<file path="config.mk">
export PLATFORM = sky130hd
export DESIGN_NAME = dbs_status_regs
export DESIGN_NICKNAME = d
export VERILOG_FILES = /design/src/hdl/dbs_code_latch.v /design/src/hdl/dbs_status_regs.v
export VERILOG_INCLUDE_DIRS = /design/src /design/src/common
export SDC_FILE = /design/constraint.sdc
export NUM_CORES = 1
export LEC_CHECK = 0
export BUFFER_PORTS_ARGS = -buffer_cell sky130_fd_sc_hd__buf_2
export CORE_MARGIN = 1.5
export CORE_UTILIZATION = 49
export DETAILED_ROUTE_END_ITERATION = 8
export GPL_ROUTABILITY_DRIVEN = 0
export PLACE_DENSITY = 0.92
export SLEW_MARGIN = 20
export SYNTH_ARGS = -nofsm -noshare
export SYNTH_HDL_FRONTEND = slang
export SYNTH_SLANG_ARGS = --single-unit
</file>
<file path="constraint.sdc">
create_clock -name i_clk_sys -period 2 [get_ports i_clk_sys]
set_input_delay 0 -clock i_clk_sys [delete_from_list [all_inputs] [get_ports i_clk_sys]]
set_output_delay 0 -clock i_clk_sys [all_outputs]
set_load 0.02 [all_outputs]
</file>
<file path="src/common/dbs_defines.vh">
// Offsets, field positions, codes and reset values of the device and bus status registers
// Behaviour
// - Bit 9 of device status shows frame checking enabled, read-only.
// - Device status reads are answered regardless of the frame-check field.
// - Frame-check failure sets bit 8; bit clears on read.
// - The fixed check on/off sequence never sets the frame-check error bit.
// - Bits 7:6 hold prior state: 00 cleared, 01 failure, 10 sleep.
// - Watchdog, overtemp, regulator undervoltage, unwakeable sleep load failure code.
// - Wake from fail-safe also loads the failure code.
// - Regular sleep or sleep with wake flags set loads sleep code.
// - Bit 4 shows software development mode from hardware.
// - Bits 3:2 count watchdog failures, saturating at 11.
// - Watchdog count is updated and cleared by the device, not reads.
// - Invalid serial command sets bit 1.
// - Bit 1 clears only through a serial command.
// - Reset gives zero device status; restart keeps bits 9:6 and 4:0.
// - Device status bits 15:10 and 5 read zero.
// - Bus status 6:5 LIN fault: 01 thermal, 10 txd, 11 bus; clear on read.
// - CAN timeout sets bus status bit 4; clears on read.
// - Bit 3 set when a system error blocks selective wake.
// - Bus status 2:1 CAN fault: 01 thermal, 10 txd, 11 bus; clear on read.
// - CAN supply undervoltage sets bit 0 and disables the CAN transmitter.
// - Supply undervoltage detection only in CAN normal or receive-only mode.
// - Reset gives zero bus status; restart keeps bits 6:0, upper zero.
// - Timeout sets only with selective wake enabled; stays after silence ends.
// - Timeout clear is blocked until next falling edge of interrupt output.
`ifndef DBS_DEFINES_VH
`define DBS_DEFINES_VH
`define DBS_DEVICE_INFO_STATUS_ADDR   7'h42
`define DBS_BUS_STAT_ADDR   7'h43
`define DBS_REG_RESET       16'h0000
`define DBS_DEV_CRC_EN_BIT  9
`define DBS_DEV_CRC_ERR_BIT 8
`define DBS_DEV_PRIOR_HI    7
`define DBS_DEV_PRIOR_LO    6
`define DBS_DEV_SWDEV_BIT   4
`define DBS_DEV_WDCNT_HI    3
`define DBS_DEV_WDCNT_LO    2
`define DBS_DEV_BADCMD_BIT  1
`define DBS_DEV_FAIL_BIT    0
`define DBS_BUS_LIN_HI      6
`define DBS_BUS_LIN_LO      5
`define DBS_BUS_CAN_TIMEOUT_FLAG_BIT   4
`define DBS_BUS_SELECTIVE_WAKE_SYSTEM_ERROR_BIT  3
`define DBS_BUS_CAN_HI      2
`define DBS_BUS_CAN_LO      1
`define DBS_BUS_CANUV_BIT   0
`define DBS_PRIOR_CLEARED   2'h0
`define DBS_PRIOR_FAILURE   2'h1
`define DBS_PRIOR_SLEEP     2'h2
`define DBS_WDCNT_MAX       2'h3
`endif

</file>
<file path="src/hdl/dbs_code_latch.v">
// Clear-on-read two-bit fault code holder
`timescale 1ns/1ps
module dbs_code_latch (
  // Clock and reset
  input  wire       i_clk_sys,
  input  wire       i_nrst,
  // Control
  input  wire       i_wipe,
  input  wire       i_set,
  input  wire [1:0] i_code,
  input  wire       i_clr,
  // State
  output reg  [1:0] o_code
);

  // Set wins over clear; newest nonzero code replaces older one
  always @(posedge i_clk_sys) begin
    if (!i_nrst || i_wipe) begin
      o_code <= 2'h0;
    end else if (i_set && (i_code != 2'h0)) begin
      o_code <= i_code;
    end else if (i_clr) begin
      o_code <= 2'h0;
    end
  end

endmodule // dbs_code_latch

</file>
<file path="src/hdl/dbs_status_regs.v">
// Device information and bus communication status registers
`timescale 1ns/1ps
`include "dbs_defines.vh"
module dbs_status_regs (
  // Clock and reset
  input  wire        i_clk_sys,
  input  wire        i_nrst,
  input  wire        i_soft_reset,
  input  wire        i_restart,
  // Serial access from the frame decoder
  input  wire        i_rd_stb,
  input  wire [6:0]  i_rd_addr,
  input  wire        i_rd_clear,
  input  wire        i_crc_seq,
  input  wire        i_crc_bad,
  input  wire        i_cmd_invalid,
  input  wire        i_crc_enabled,
  // Device events
  input  wire        i_watchdog_fault_count,
  input  wire        i_wd_clear,
  input  wire        i_severe_overtemp_shutdown,
  input  wire        i_main_regulator_undervoltage,
  input  wire        i_sleep_no_wake_src,
  input  wire        i_failsafe_wake,
  input  wire        i_sleep_entry,
  input  wire        i_failure,
  input  wire        i_software_development_mode_flag_pin,
  // Transceiver events
  input  wire        i_lin_fault_set,
  input  wire [1:0]  i_lin_fault_code,
  input  wire        i_can_fault_set,
  input  wire [1:0]  i_can_fault_code,
  input  wire        i_can_bus_silence_flag,
  input  wire        i_selective_wake_enable_bit,
  input  wire        i_swk_sys_error,
  input  wire        i_can_supply_low,
  input  wire        i_can_normal_mode,
  input  wire        i_can_rx_only_mode,
  input  wire        i_interrupt_out_n,
  // Read answer and side effects
  output reg         o_rd_valid,
  output reg  [15:0] o_rd_data,
  output reg         o_can_tx_disable
);

  // Pin synchronisers; only the second stage is read
  reg  [1:0] swdev_sync_q;
  reg  [1:0] interrupt_out_n_sync_q;
  reg        interrupt_out_n_prev_q;
  // Software development mode as seen after two stages
  wire       software_development_mode_flag_s = swdev_sync_q[1];
  // Falling edge of the synchronised interrupt pin
  wire       interrupt_out_n_fall = interrupt_out_n_prev_q & ~interrupt_out_n_sync_q[1];

  // Device status fields
  reg        crc_err_q;
  reg  [1:0] prior_q;
  reg  [1:0] wd_cnt_q;
  reg        bad_cmd_q;
  reg        fail_q;
  // Bus status fields and timeout clear hold-off
  reg        can_timeout_flag_q;
  reg        can_timeout_flag_arm_q;
  reg        can_timeout_flag_hold_q;
  reg        selective_wake_system_error_q;
  reg        can_low_q;
  wire [1:0] lin_code;
  wire [1:0] can_code;

  // Strobed read aimed at one register address
  function hit_at;
    input       stb;
    input [6:0] addr;
    input [6:0] target;
    begin
      hit_at = stb & (addr == target);
    end
  endfunction

  // Decoded reads; the frame-check field takes no part in them
  wire rd_dev = hit_at(i_rd_stb, i_rd_addr, `DBS_DEVICE_INFO_STATUS_ADDR);
  wire rd_bus = hit_at(i_rd_stb, i_rd_addr, `DBS_BUS_STAT_ADDR);
  // Clear strobes; a read without clear leaves every flag alone
  wire clr_dev = rd_dev & i_rd_clear;
  wire clr_bus = rd_bus & i_rd_clear;
  // Power-on or soft reset wipes; restart is left unused on purpose,
  // since a restart keeps every field that is not reserved
  wire wipe = (!i_nrst) | i_soft_reset;
  // Causes that load the restart-after-failure code
  wire fail_src = i_watchdog_fault_count | i_severe_overtemp_shutdown | i_main_regulator_undervoltage
                | i_sleep_no_wake_src | i_failsafe_wake;
  // Supply comparator enable by transceiver mode
  wire uv_det_en = i_can_normal_mode | i_can_rx_only_mode;

  // Compose device status image; reserved bits 15:10 and 5
  // keep the zero of the reset image
  function [15:0] dev_image;
    input       crc_en;
    input       crc_err;
    input [1:0] prior;
    input       swdev;
    input [1:0] wdc;
    input       bad;
    input       fl;
    begin
      dev_image = `DBS_REG_RESET;
      dev_image[`DBS_DEV_CRC_EN_BIT] = crc_en;
      dev_image[`DBS_DEV_CRC_ERR_BIT] = crc_err;
      dev_image[`DBS_DEV_PRIOR_HI:`DBS_DEV_PRIOR_LO] = prior;
      dev_image[`DBS_DEV_SWDEV_BIT] = swdev;
      dev_image[`DBS_DEV_WDCNT_HI:`DBS_DEV_WDCNT_LO] = wdc;
      dev_image[`DBS_DEV_BADCMD_BIT] = bad;
      dev_image[`DBS_DEV_FAIL_BIT] = fl;
    end
  endfunction

  // Compose bus status image; bits 15:7 stay zero
  function [15:0] bus_image;
    input [1:0] lin;
    input       can_timeout_flag;
    input       selective_wake_system_error;
    input [1:0] can;
    input       canuv;
    begin
      bus_image = `DBS_REG_RESET;
      bus_image[`DBS_BUS_LIN_HI:`DBS_BUS_LIN_LO] = lin;
      bus_image[`DBS_BUS_CAN_TIMEOUT_FLAG_BIT] = can_timeout_flag;
      bus_image[`DBS_BUS_SELECTIVE_WAKE_SYSTEM_ERROR_BIT] = selective_wake_system_error;
      bus_image[`DBS_BUS_CAN_HI:`DBS_BUS_CAN_LO] = can;
      bus_image[`DBS_BUS_CANUV_BIT] = canuv;
    end
  endfunction

  // Synchronise asynchronous pins; the interrupt stages reset high,
  // its idle level, so no false falling edge follows reset
  always @(posedge i_clk_sys) begin
    if (!i_nrst) begin
      swdev_sync_q <= 2'h0;
      interrupt_out_n_sync_q  <= 2'h3;
      interrupt_out_n_prev_q  <= 1'b1;
    end else begin
      swdev_sync_q <= {swdev_sync_q[0], i_software_development_mode_flag_pin};
      interrupt_out_n_sync_q  <= {interrupt_out_n_sync_q[0], i_interrupt_out_n};
      interrupt_out_n_prev_q  <= interrupt_out_n_sync_q[1];
    end
  end

  // Device status flags; restart keeps contents, only reset wipes
  always @(posedge i_clk_sys) begin
    if (wipe) begin
      crc_err_q <= 1'b0;
      prior_q   <= `DBS_PRIOR_CLEARED;
      bad_cmd_q <= 1'b0;
      fail_q    <= 1'b0;
    end else begin
      // Frame-check error; the fixed on/off sequence is exempt
      if (i_crc_bad && !i_crc_seq) begin
        crc_err_q <= 1'b1;
      end else if (clr_dev) begin
        crc_err_q <= 1'b0;
      end

      // Prior state; a failure outranks a sleep entry that lands
      // in the same cycle
      if (fail_src) begin
        prior_q <= `DBS_PRIOR_FAILURE;
      end else if (i_sleep_entry) begin
        prior_q <= `DBS_PRIOR_SLEEP;
      end else if (clr_dev) begin
        prior_q <= `DBS_PRIOR_CLEARED;
      end

      // Bad command flag; the serial read with clear is its only clear
      if (i_cmd_invalid) begin
        bad_cmd_q <= 1'b1;
      end else if (clr_dev) begin
        bad_cmd_q <= 1'b0;
      end

      // General failure flag, clear on read
      if (i_failure) begin
        fail_q <= 1'b1;
      end else if (clr_dev) begin
        fail_q <= 1'b0;
      end
    end
  end

  // Watchdog failure count; saturates at three or more, and only
  // the device clears it, never a serial read
  always @(posedge i_clk_sys) begin
    if (wipe) begin
      wd_cnt_q <= 2'h0;
    end else if (i_watchdog_fault_count && (wd_cnt_q != `DBS_WDCNT_MAX)) begin
      wd_cnt_q <= wd_cnt_q + 2'h1;
    end else if (i_wd_clear && !i_watchdog_fault_count) begin
      wd_cnt_q <= 2'h0;
    end
  end

  // LIN and CAN fault code holders; reset is applied inside them,
  // so only the soft reset is passed in as the wipe
  dbs_code_latch u_lin (
    .i_clk_sys (i_clk_sys),
    .i_nrst    (i_nrst),
    .i_wipe    (i_soft_reset),
    .i_set     (i_lin_fault_set),
    .i_code    (i_lin_fault_code),
    .i_clr     (clr_bus),
    .o_code    (lin_code)
  );
  dbs_code_latch u_can (
    .i_clk_sys (i_clk_sys),
    .i_nrst    (i_nrst),
    .i_wipe    (i_soft_reset),
    .i_set     (i_can_fault_set),
    .i_code    (i_can_fault_code),
    .i_clr     (clr_bus),
    .o_code    (can_code)
  );

  // CAN timeout flag and its clear hold-off
  always @(posedge i_clk_sys) begin
    if (wipe) begin
      can_timeout_flag_q <= 1'b0;
      can_timeout_flag_arm_q        <= 1'b0;
      can_timeout_flag_hold_q       <= 1'b0;
    end else begin
      // Timeout sets on the rising edge of bus silence while selective
      // wake is enabled, and outlives the silence itself
      can_timeout_flag_arm_q <= i_can_bus_silence_flag;
      if (i_can_bus_silence_flag && !can_timeout_flag_arm_q && i_selective_wake_enable_bit) begin
        can_timeout_flag_q <= 1'b1;
        can_timeout_flag_hold_q       <= 1'b1;
      end else begin
        // Clear is held off until the interrupt pin falls, so a
        // timeout raised between two pulses is never lost
        if (interrupt_out_n_fall) begin
          can_timeout_flag_hold_q <= 1'b0;
        end
        if (clr_bus && !can_timeout_flag_hold_q) begin
          can_timeout_flag_q <= 1'b0;
        end
      end
    end
  end

  // Selective wake system error and CAN supply flags
  always @(posedge i_clk_sys) begin
    if (wipe) begin
      selective_wake_system_error_q  <= 1'b0;
      can_low_q <= 1'b0;
    end else begin
      // System error only counts while selective wake is on
      if (i_swk_sys_error && i_selective_wake_enable_bit) begin
        selective_wake_system_error_q <= 1'b1;
      end else if (clr_bus) begin
        selective_wake_system_error_q <= 1'b0;
      end
      // Comparator is live only in normal or receive-only mode
      if (i_can_supply_low && uv_det_en) begin
        can_low_q <= 1'b1;
      end else if (clr_bus) begin
        can_low_q <= 1'b0;
      end
    end
  end

  // Transmitter cut follows the live comparator, not the sticky flag,
  // so the transmitter comes back once the supply recovers
  always @(posedge i_clk_sys) begin
    if (wipe) begin
      o_can_tx_disable <= 1'b0;
    end else begin
      o_can_tx_disable <= i_can_supply_low & uv_det_en;
    end
  end

  // Next read word; zero whenever no mapped read is strobed
  reg [15:0] rd_data_d;
  always @* begin
    rd_data_d = `DBS_REG_RESET;
    if (rd_dev) begin
      rd_data_d = dev_image(i_crc_enabled, crc_err_q, prior_q, software_development_mode_flag_s,
                            wd_cnt_q, bad_cmd_q, fail_q);
    end else if (rd_bus) begin
      rd_data_d = bus_image(lin_code, can_timeout_flag_q, selective_wake_system_error_q,
                            can_code, can_low_q);
    end
  end

  // Read answer, registered one cycle after the strobe; the image is
  // taken before any clear of the same edge lands, so a set bit is seen
  always @(posedge i_clk_sys) begin
    if (!i_nrst) begin
      o_rd_valid <= 1'b0;
      o_rd_data  <= `DBS_REG_RESET;
    end else begin
      o_rd_valid <= rd_dev | rd_bus;
      o_rd_data  <= rd_data_d;
    end
  end

endmodule // dbs_status_regs

</file>
==> impl_metrics.env, run 1 <==
export IMPL_cts_tree="built"
export IMPL_cp_arrival_ps=1980
export IMPL_layout_drive_gt1_share_pct=33.3
export IMPL_maxSlewHeadroom_pct=59.3
export IMPL_grt_first_pass_wirelength_um=4610
export IMPL_synth_seq_area_share_pct=50.7
export IMPL_root_buffer="clkbuf_4"
export IMPL_worstMarginPinSlew_ps=611
export IMPL_antenna_found_initial=0
export IMPL_viasPerCell=5.17
export IMPL_firstDrtPassIters=4
export IMPL_powerDensity_nw_per_um2=695
export IMPL_ys_ff_latch=33
export IMPL_cts_buffer_depth=2
export IMPL_start_util_pct=52.2
export IMPL_rrSetupSlack_ps=660
export IMPL_leakagePower_nw=0.823
export IMPL_nFillCells=195
export IMPL_num_vias=1194
export IMPL_drt_initial_drc_count=12
export IMPL_numClockSinks=33
export IMPL_yosysWarnings=0
export IMPL_postSynthAreaPerCell_um2=10.1
export IMPL_setup_slack_ps=279
export IMPL_portBuffers=49
export IMPL_hpwl_um=2010
export IMPL_min_delay_worst_endpoint="wd_cnt_q[0]"
export IMPL_antenna_left=0
export IMPL_fin_crit_ps=1720
export IMPL_max_freq_mhz=581
export IMPL_dieArea_um2=2980
export IMPL_seq_area_um2=661
export IMPL_drcViolationCount=0
export IMPL_core_area_um2=2500
export IMPL_vdd_drop_max_mv=0.481
export IMPL_whs_path_depth=4
export IMPL_setup_tns_ps=0
export IMPL_critPathRequiredTime_ps=2260
export IMPL_die_w_um=54.6
export IMPL_num_antenna_cells=0
export IMPL_r2r_end="fail_q"
export IMPL_grt_pass1_vias=1122
export IMPL_ys_types=33
export IMPL_path_class="in -> reg"
export IMPL_period_share_pct=86.0
export IMPL_numCtsBuffers=5
export IMPL_boundaryPins=57
export IMPL_finalWirelength_um=3130
export IMPL_path_max_fanout=8
export IMPL_status="finished, final reports clean"
export IMPL_async_flop_share_pct=0
export IMPL_syn2layout_area_growth_pct=38.9
export IMPL_synthFlopType="dfxtp_1"
export IMPL_dp_slack_ps=767
export IMPL_nets=240
export IMPL_stdcell_count=231
export IMPL_min_path_type="in -> reg"
export IMPL_rows=18
export IMPL_worstHoldStart="i_wd_clear"
export IMPL_setup_worst_path_end_class="flop"
export IMPL_clock_latency_ps=340
export IMPL_htreeDepth=2
export IMPL_drt_wirelength_per_cell_um=13.5
export IMPL_grt_usage_pct=22.5
export IMPL_start_kind="input pin"
export IMPL_fp_dieH_um=54.6
export IMPL_drv_slew=0
export IMPL_rsz0062_at_grt="no"
export IMPL_rr_worst_depth=3
export IMPL_reg2reg_from="fail_q"
export IMPL_drv_cap=0
export IMPL_grt_max_degree=23
export IMPL_synthCells=129
export IMPL_cts_resized=0
export IMPL_multi_input_area_um2=576
export IMPL_dp_cells=202
export IMPL_synth_edff_count=0
export IMPL_fin_skew_ps=13.6
export IMPL_hold_viol_final=0
export IMPL_setup_viol_count_final=0
export IMPL_clkTransAtPathRegs_ps=110
export IMPL_grt_overflow=0
export IMPL_syn_area_um2=1300
worst max-delay path: stages:
cell           delay [ps]
dlygate4sd3_1         520
buf_2                 170
nor2b_1               320
o21ai_0               200
dlygate4sd3_1         610
a21oi_1               170
per-layer routing:
layer | wire [um] | vias up | track usage, %
li1 | - | 581 | -
met1 | 1200 | 551 | 22.8
met2 | 1630 | 51 | 39.9
met3 | 200 | 11 | 7.92
met4 | 92 | 0 | 12.1
met5 | 0 | - | 0
report_power, final:
part / switching (mW) / internal (mW)
logic: 0.0735 / 0.0796
registers: 0.00795 / 0.674
clock network: 0.221 / 0.204
total: 0.302 / 0.957
placed cells by master (no fill, tap or decap):
cell type	n
nor3b_1	1
nand2_1	6
nand4_1	1
nor3b_2	2
clkbuf_4	5
and4bb_1	1
dlygate4sd3_1	21
a311oi_1	2
buf_2	49
nor2_1	14
a21boi_0	4
mux2i_1	6
a221oi_2	1
o21ai_0	5
and3b_1	1
nor3_1	2
or2_2	1
a31oi_1	1
clkinv_2	1
and2_1	3
o2111ai_1	1
nand2b_1	7
a21oi_1	8
dfxtp_1	33
nand3b_1	2
inv_1	3
nor2b_1	3
nand3_1	2
clkbuf_8	2
a311oi_2	4
conb_1	6
a31o_2	1
ha_1	1
and4_4	1
Yosys cell counts, types with 2 or more instances:
master / number / area share, %
dfxtp_1: 33 / 51
nor2_1: 14 / 4.0
a21oi_1: 8 / 3.1
nand2b_1: 7 / 3.4
buf_4: 6 / 3.5
mux2i_1: 6 / 4.6
nand2_1: 6 / 1.7
o21ai_0: 5 / 1.9
a21boi_0: 4 / 2.3
a311oi_2: 4 / 4.6
and2_1: 3 / 1.4
buf_2: 3 / 1.2
inv_1: 3 / 0.86
nor2b_1: 3 / 1.4
a311oi_1: 2 / 1.3
nand3_1: 2 / 0.77
nand3b_1: 2 / 1.2
nor3_1: 2 / 0.77
nor3b_2: 2 / 1.9
through the flow:
| stage | total power, mW | util (%) | hold slack (ps) | area, um2 |
|---|---|---|---|---|
| 6_report | 1.26 | 72.4 | 3.97 | 1810 |
| 4_1_cts | 1.26 | 72.4 | 1.15 | 1810 |
| 5_1_grt | 1.32 | 72.4 | 2.89 | 1810 |
| 3_5_place_dp | 0.816 | 61.2 | 191 | 1530 |
| 2_1_floorplan | 0.772 | - | 73.0 | 1320 |
| 3_3_place_gp | 0.808 | 61.2 | 189 | 1530 |
cell type report:
cell class,count,area share [%]
timing repair buffer,70,25.2
clock inverter,1,0.276
multi-input combinational,87,31.8
clock buffer,7,3.59
sequential,33,36.5
inverter,3,0.622
tap,30,2.07
cell families after synthesis:
kind of cell               count (synthesis)  synth area share [%]
and+or+nand+nor                           47                  20.6
DFF                                       33                  50.7
AOI/OAI and AO/OA                         27                  16.2
buffers and inverters                     14                  6.62
muxes                                      6                  4.61
adders and majority gates                  1                 0.960
other                                      1                 0.288
state kept, by name, indices dropped and copies added, names as in the netlist:
register / flops
can_timeout_flag_q: 1
fail_q: 1
crc_err_q: 1
can_timeout_flag_arm_q: 1
interrupt_out_n_prev_q: 1
can_timeout_flag_hold_q: 1
o_rd_valid: 1
bad_cmd_q: 1
o_rd_data: 10
o_can_tx_disable: 1
u_lin.o_code: 2
selective_wake_system_error_q: 1
interrupt_out_n_sync_q: 2
swdev_sync_q: 2
can_low_q: 1
wd_cnt_q: 2
prior_q: 2
u_can.o_code: 2
worst max path at each step:
stage / start / to / slack (ps) / cells past startpoint
detailed placement: i_rd_addr[2] / o_rd_data[9] / 770 / 4
finish: i_nrst / fail_q / 280 / 6
CTS: i_watchdog_fault_count / prior_q[1] / 390 / 6
floorplan: wd_cnt_q[0] / wd_cnt_q[0] / 900 / 4
global route: i_watchdog_fault_count / prior_q[1] / 230 / 6
global placement: i_rd_addr[2] / o_rd_data[9] / 770 / 4
repair_timing:
| action | 4_1_cts | 5_1_grt |
|---|---|---|
| setup buffers | 0 | 0 |
| hold endpoints to repair | 16 | 0 |
| hold buffers | 21 | 0 |
(Power assumes the default switching activity.)
==> inputs of run 2 (changes only) <==
==> constraint.sdc (replaced) <==
create_clock -name i_clk_sys -period 2.11 [get_ports i_clk_sys]
set_input_delay 0 -clock i_clk_sys [delete_from_list [all_inputs] [get_ports i_clk_sys]]
set_output_delay 0 -clock i_clk_sys [all_outputs]
set_load 0.02 [all_outputs]
==> impl_metrics.env, run 2 (synthesized netlist as in run 1, its figures left out) <==
export IMPL_status="finished, final reports clean"
export IMPL_setup_viol_count_final=0
export IMPL_fp_dieH_um=54.6
export IMPL_critPathMostFrequentCell="dlygate4sd3_1"
export IMPL_grt_usage_pct=23.6
export IMPL_vdd_drop_max_mv=0.556
export IMPL_cp_arrival_ps=1980
export IMPL_numCtsBuffers=5
export IMPL_topRoutingLayerUsed="met4"
export IMPL_drt_initial_drc_count=19
export IMPL_min_path_type="in -> reg"
export IMPL_cp_top_family="buffers and inverters"
export IMPL_period_share_pct=80.6
export IMPL_fin_skew_ps=9.13
export IMPL_grt_pass1_vias=1132
export IMPL_drv_slew=0
export IMPL_max_freq_mhz=588
export IMPL_met3WireLength_um=154
export IMPL_core_area_um2=2500
export IMPL_viasPerCell=5.14
export IMPL_grt_first_pass_wirelength_um=4720
export IMPL_hpwl_um=1920
export IMPL_layout_drive_gt1_share_pct=31.6
export IMPL_die_w_um=54.6
export IMPL_powerDensity_nw_per_um2=680
export IMPL_path_class="in -> reg"
export IMPL_stdcell_count=240
export IMPL_clkTransAtPathRegs_ps=110
export IMPL_worstMarginPinSlew_ps=613
export IMPL_portBuffers=49
export IMPL_max_flop_register="o_rd_data"
export IMPL_rows=18
export IMPL_setup_worst_path_end_class="flop"
export IMPL_dieArea_um2=2980
export IMPL_finalWirelength_um=3360
export IMPL_maxSlewHeadroom_pct=59.1
export IMPL_grt_overflow=0
export IMPL_root_buffer="clkbuf_4"
export IMPL_start_kind="input pin"
export IMPL_antenna_left=0
export IMPL_final_cell_mix="49 x buf_2, 33 x dfxtp_1, 29 x dlygate4sd3_1"
export IMPL_num_vias=1234
export IMPL_drt_wirelength_per_cell_um=14.0
export IMPL_cts_tree="built"
export IMPL_htreeDepth=2
export IMPL_firstDrtPassIters=4
export IMPL_setup_tns_ps=0
export IMPL_cts_buffer_depth=2
export IMPL_worst_path_max_delay_cell="dlygate4sd3_1"
export IMPL_leakagePower_nw=0.871
export IMPL_syn2layout_area_growth_pct=46.4
export IMPL_critPathRequiredTime_ps=2390
export IMPL_grt_max_degree=23
export IMPL_start_util_pct=52.2
export IMPL_nets=248
export IMPL_dp_cells=202
export IMPL_numClockSinks=33
export IMPL_boundaryPins=57
export IMPL_rsz0062_at_grt="no"
export IMPL_fin_crit_ps=1700
export IMPL_critPathMaxStageDelay_ps=580
export IMPL_dp_slack_ps=861
export IMPL_mostFrequentLayoutCell="buf_2"
export IMPL_placed_area_um2=1530
export IMPL_worstPathCellList="dlygate4sd3_1 -> buf_2 -> nor2b_1 -> o21ai_0 -> a21oi_1 -> dlygate4sd3_1"
export IMPL_drcViolationCount=0
export IMPL_path_buf_inv=3
export IMPL_hold_viol_final=0
export IMPL_final_core_util_pct=76.3
export IMPL_cts_resized=0
export IMPL_path_max_fanout=8
export IMPL_largest_register_ffs=10
export IMPL_design_area_um2=1910
export IMPL_setup_slack_ps=410
export IMPL_wl_met2_um=1780
export IMPL_wl_met1_um=1360
export IMPL_antenna_found_initial=1
export IMPL_clock_latency_ps=340
export IMPL_drv_cap=0
run 2: layout make-up:
type                    count  area, um2
multi-input cells          87        576
clock buffers               7       55.1
flip-flops and latches     33        661
well taps                  30       37.5
diodes                      1       2.50
inverters                   3       11.3
repair buffers             78        536
clock inverters             1       30.0
fillers                   170        592
run 2: worst reg2reg max path, cell delays in order (launching register included):
cell           delay (ps)
dfxtp_1               360
ha_1                  220
nand2b_1              180
nand3_1                90
a21oi_1                60
dlygate4sd3_1         590
run 2: path summary, 6_finish.rpt:
path	start	to	slack (ps)	cells past startpoint
worst min register to register	u_lin.o_code[0]	o_rd_data[5]	430	2
worst min-delay path	i_lin_fault_set	u_lin.o_code[1]	10	3
worst max-delay path	i_nrst	fail_q	410	6
worst max register to register	wd_cnt_q[0]	wd_cnt_q[1]	510	5
run 2: routing by layer:
metal  vias up  global-route usage [%]
li1        600                       -
met2        42                    41.7
met1       588                    23.8
met4         0                    10.8
met5         -                       0
met3         4                    10.1
run 2: timing repair:
item / CTS / global route
hold buffers: 29 / 0
endpoints found under the hold margin: 20 / 0
setup buffers: 0 / 0
run 2: power by group:
part           total, mW  internal [mW]  switching, mW  leakage, nW
registers          0.646          0.638        0.00775        0.269
clock network      0.495          0.283          0.212       0.0455
logic              0.157         0.0841         0.0727        0.557
total               1.30           1.01          0.292        0.871
run 2: metrics by stage:
stage | hold WS [ps] | total power, mW
global placement | 189 | 0.766
detailed placement | 190 | 0.773
finish | 12.1 | 1.30
floorplan | 73.0 | 0.731
global route | 5.59 | 1.35
CTS | 0.239 | 1.30
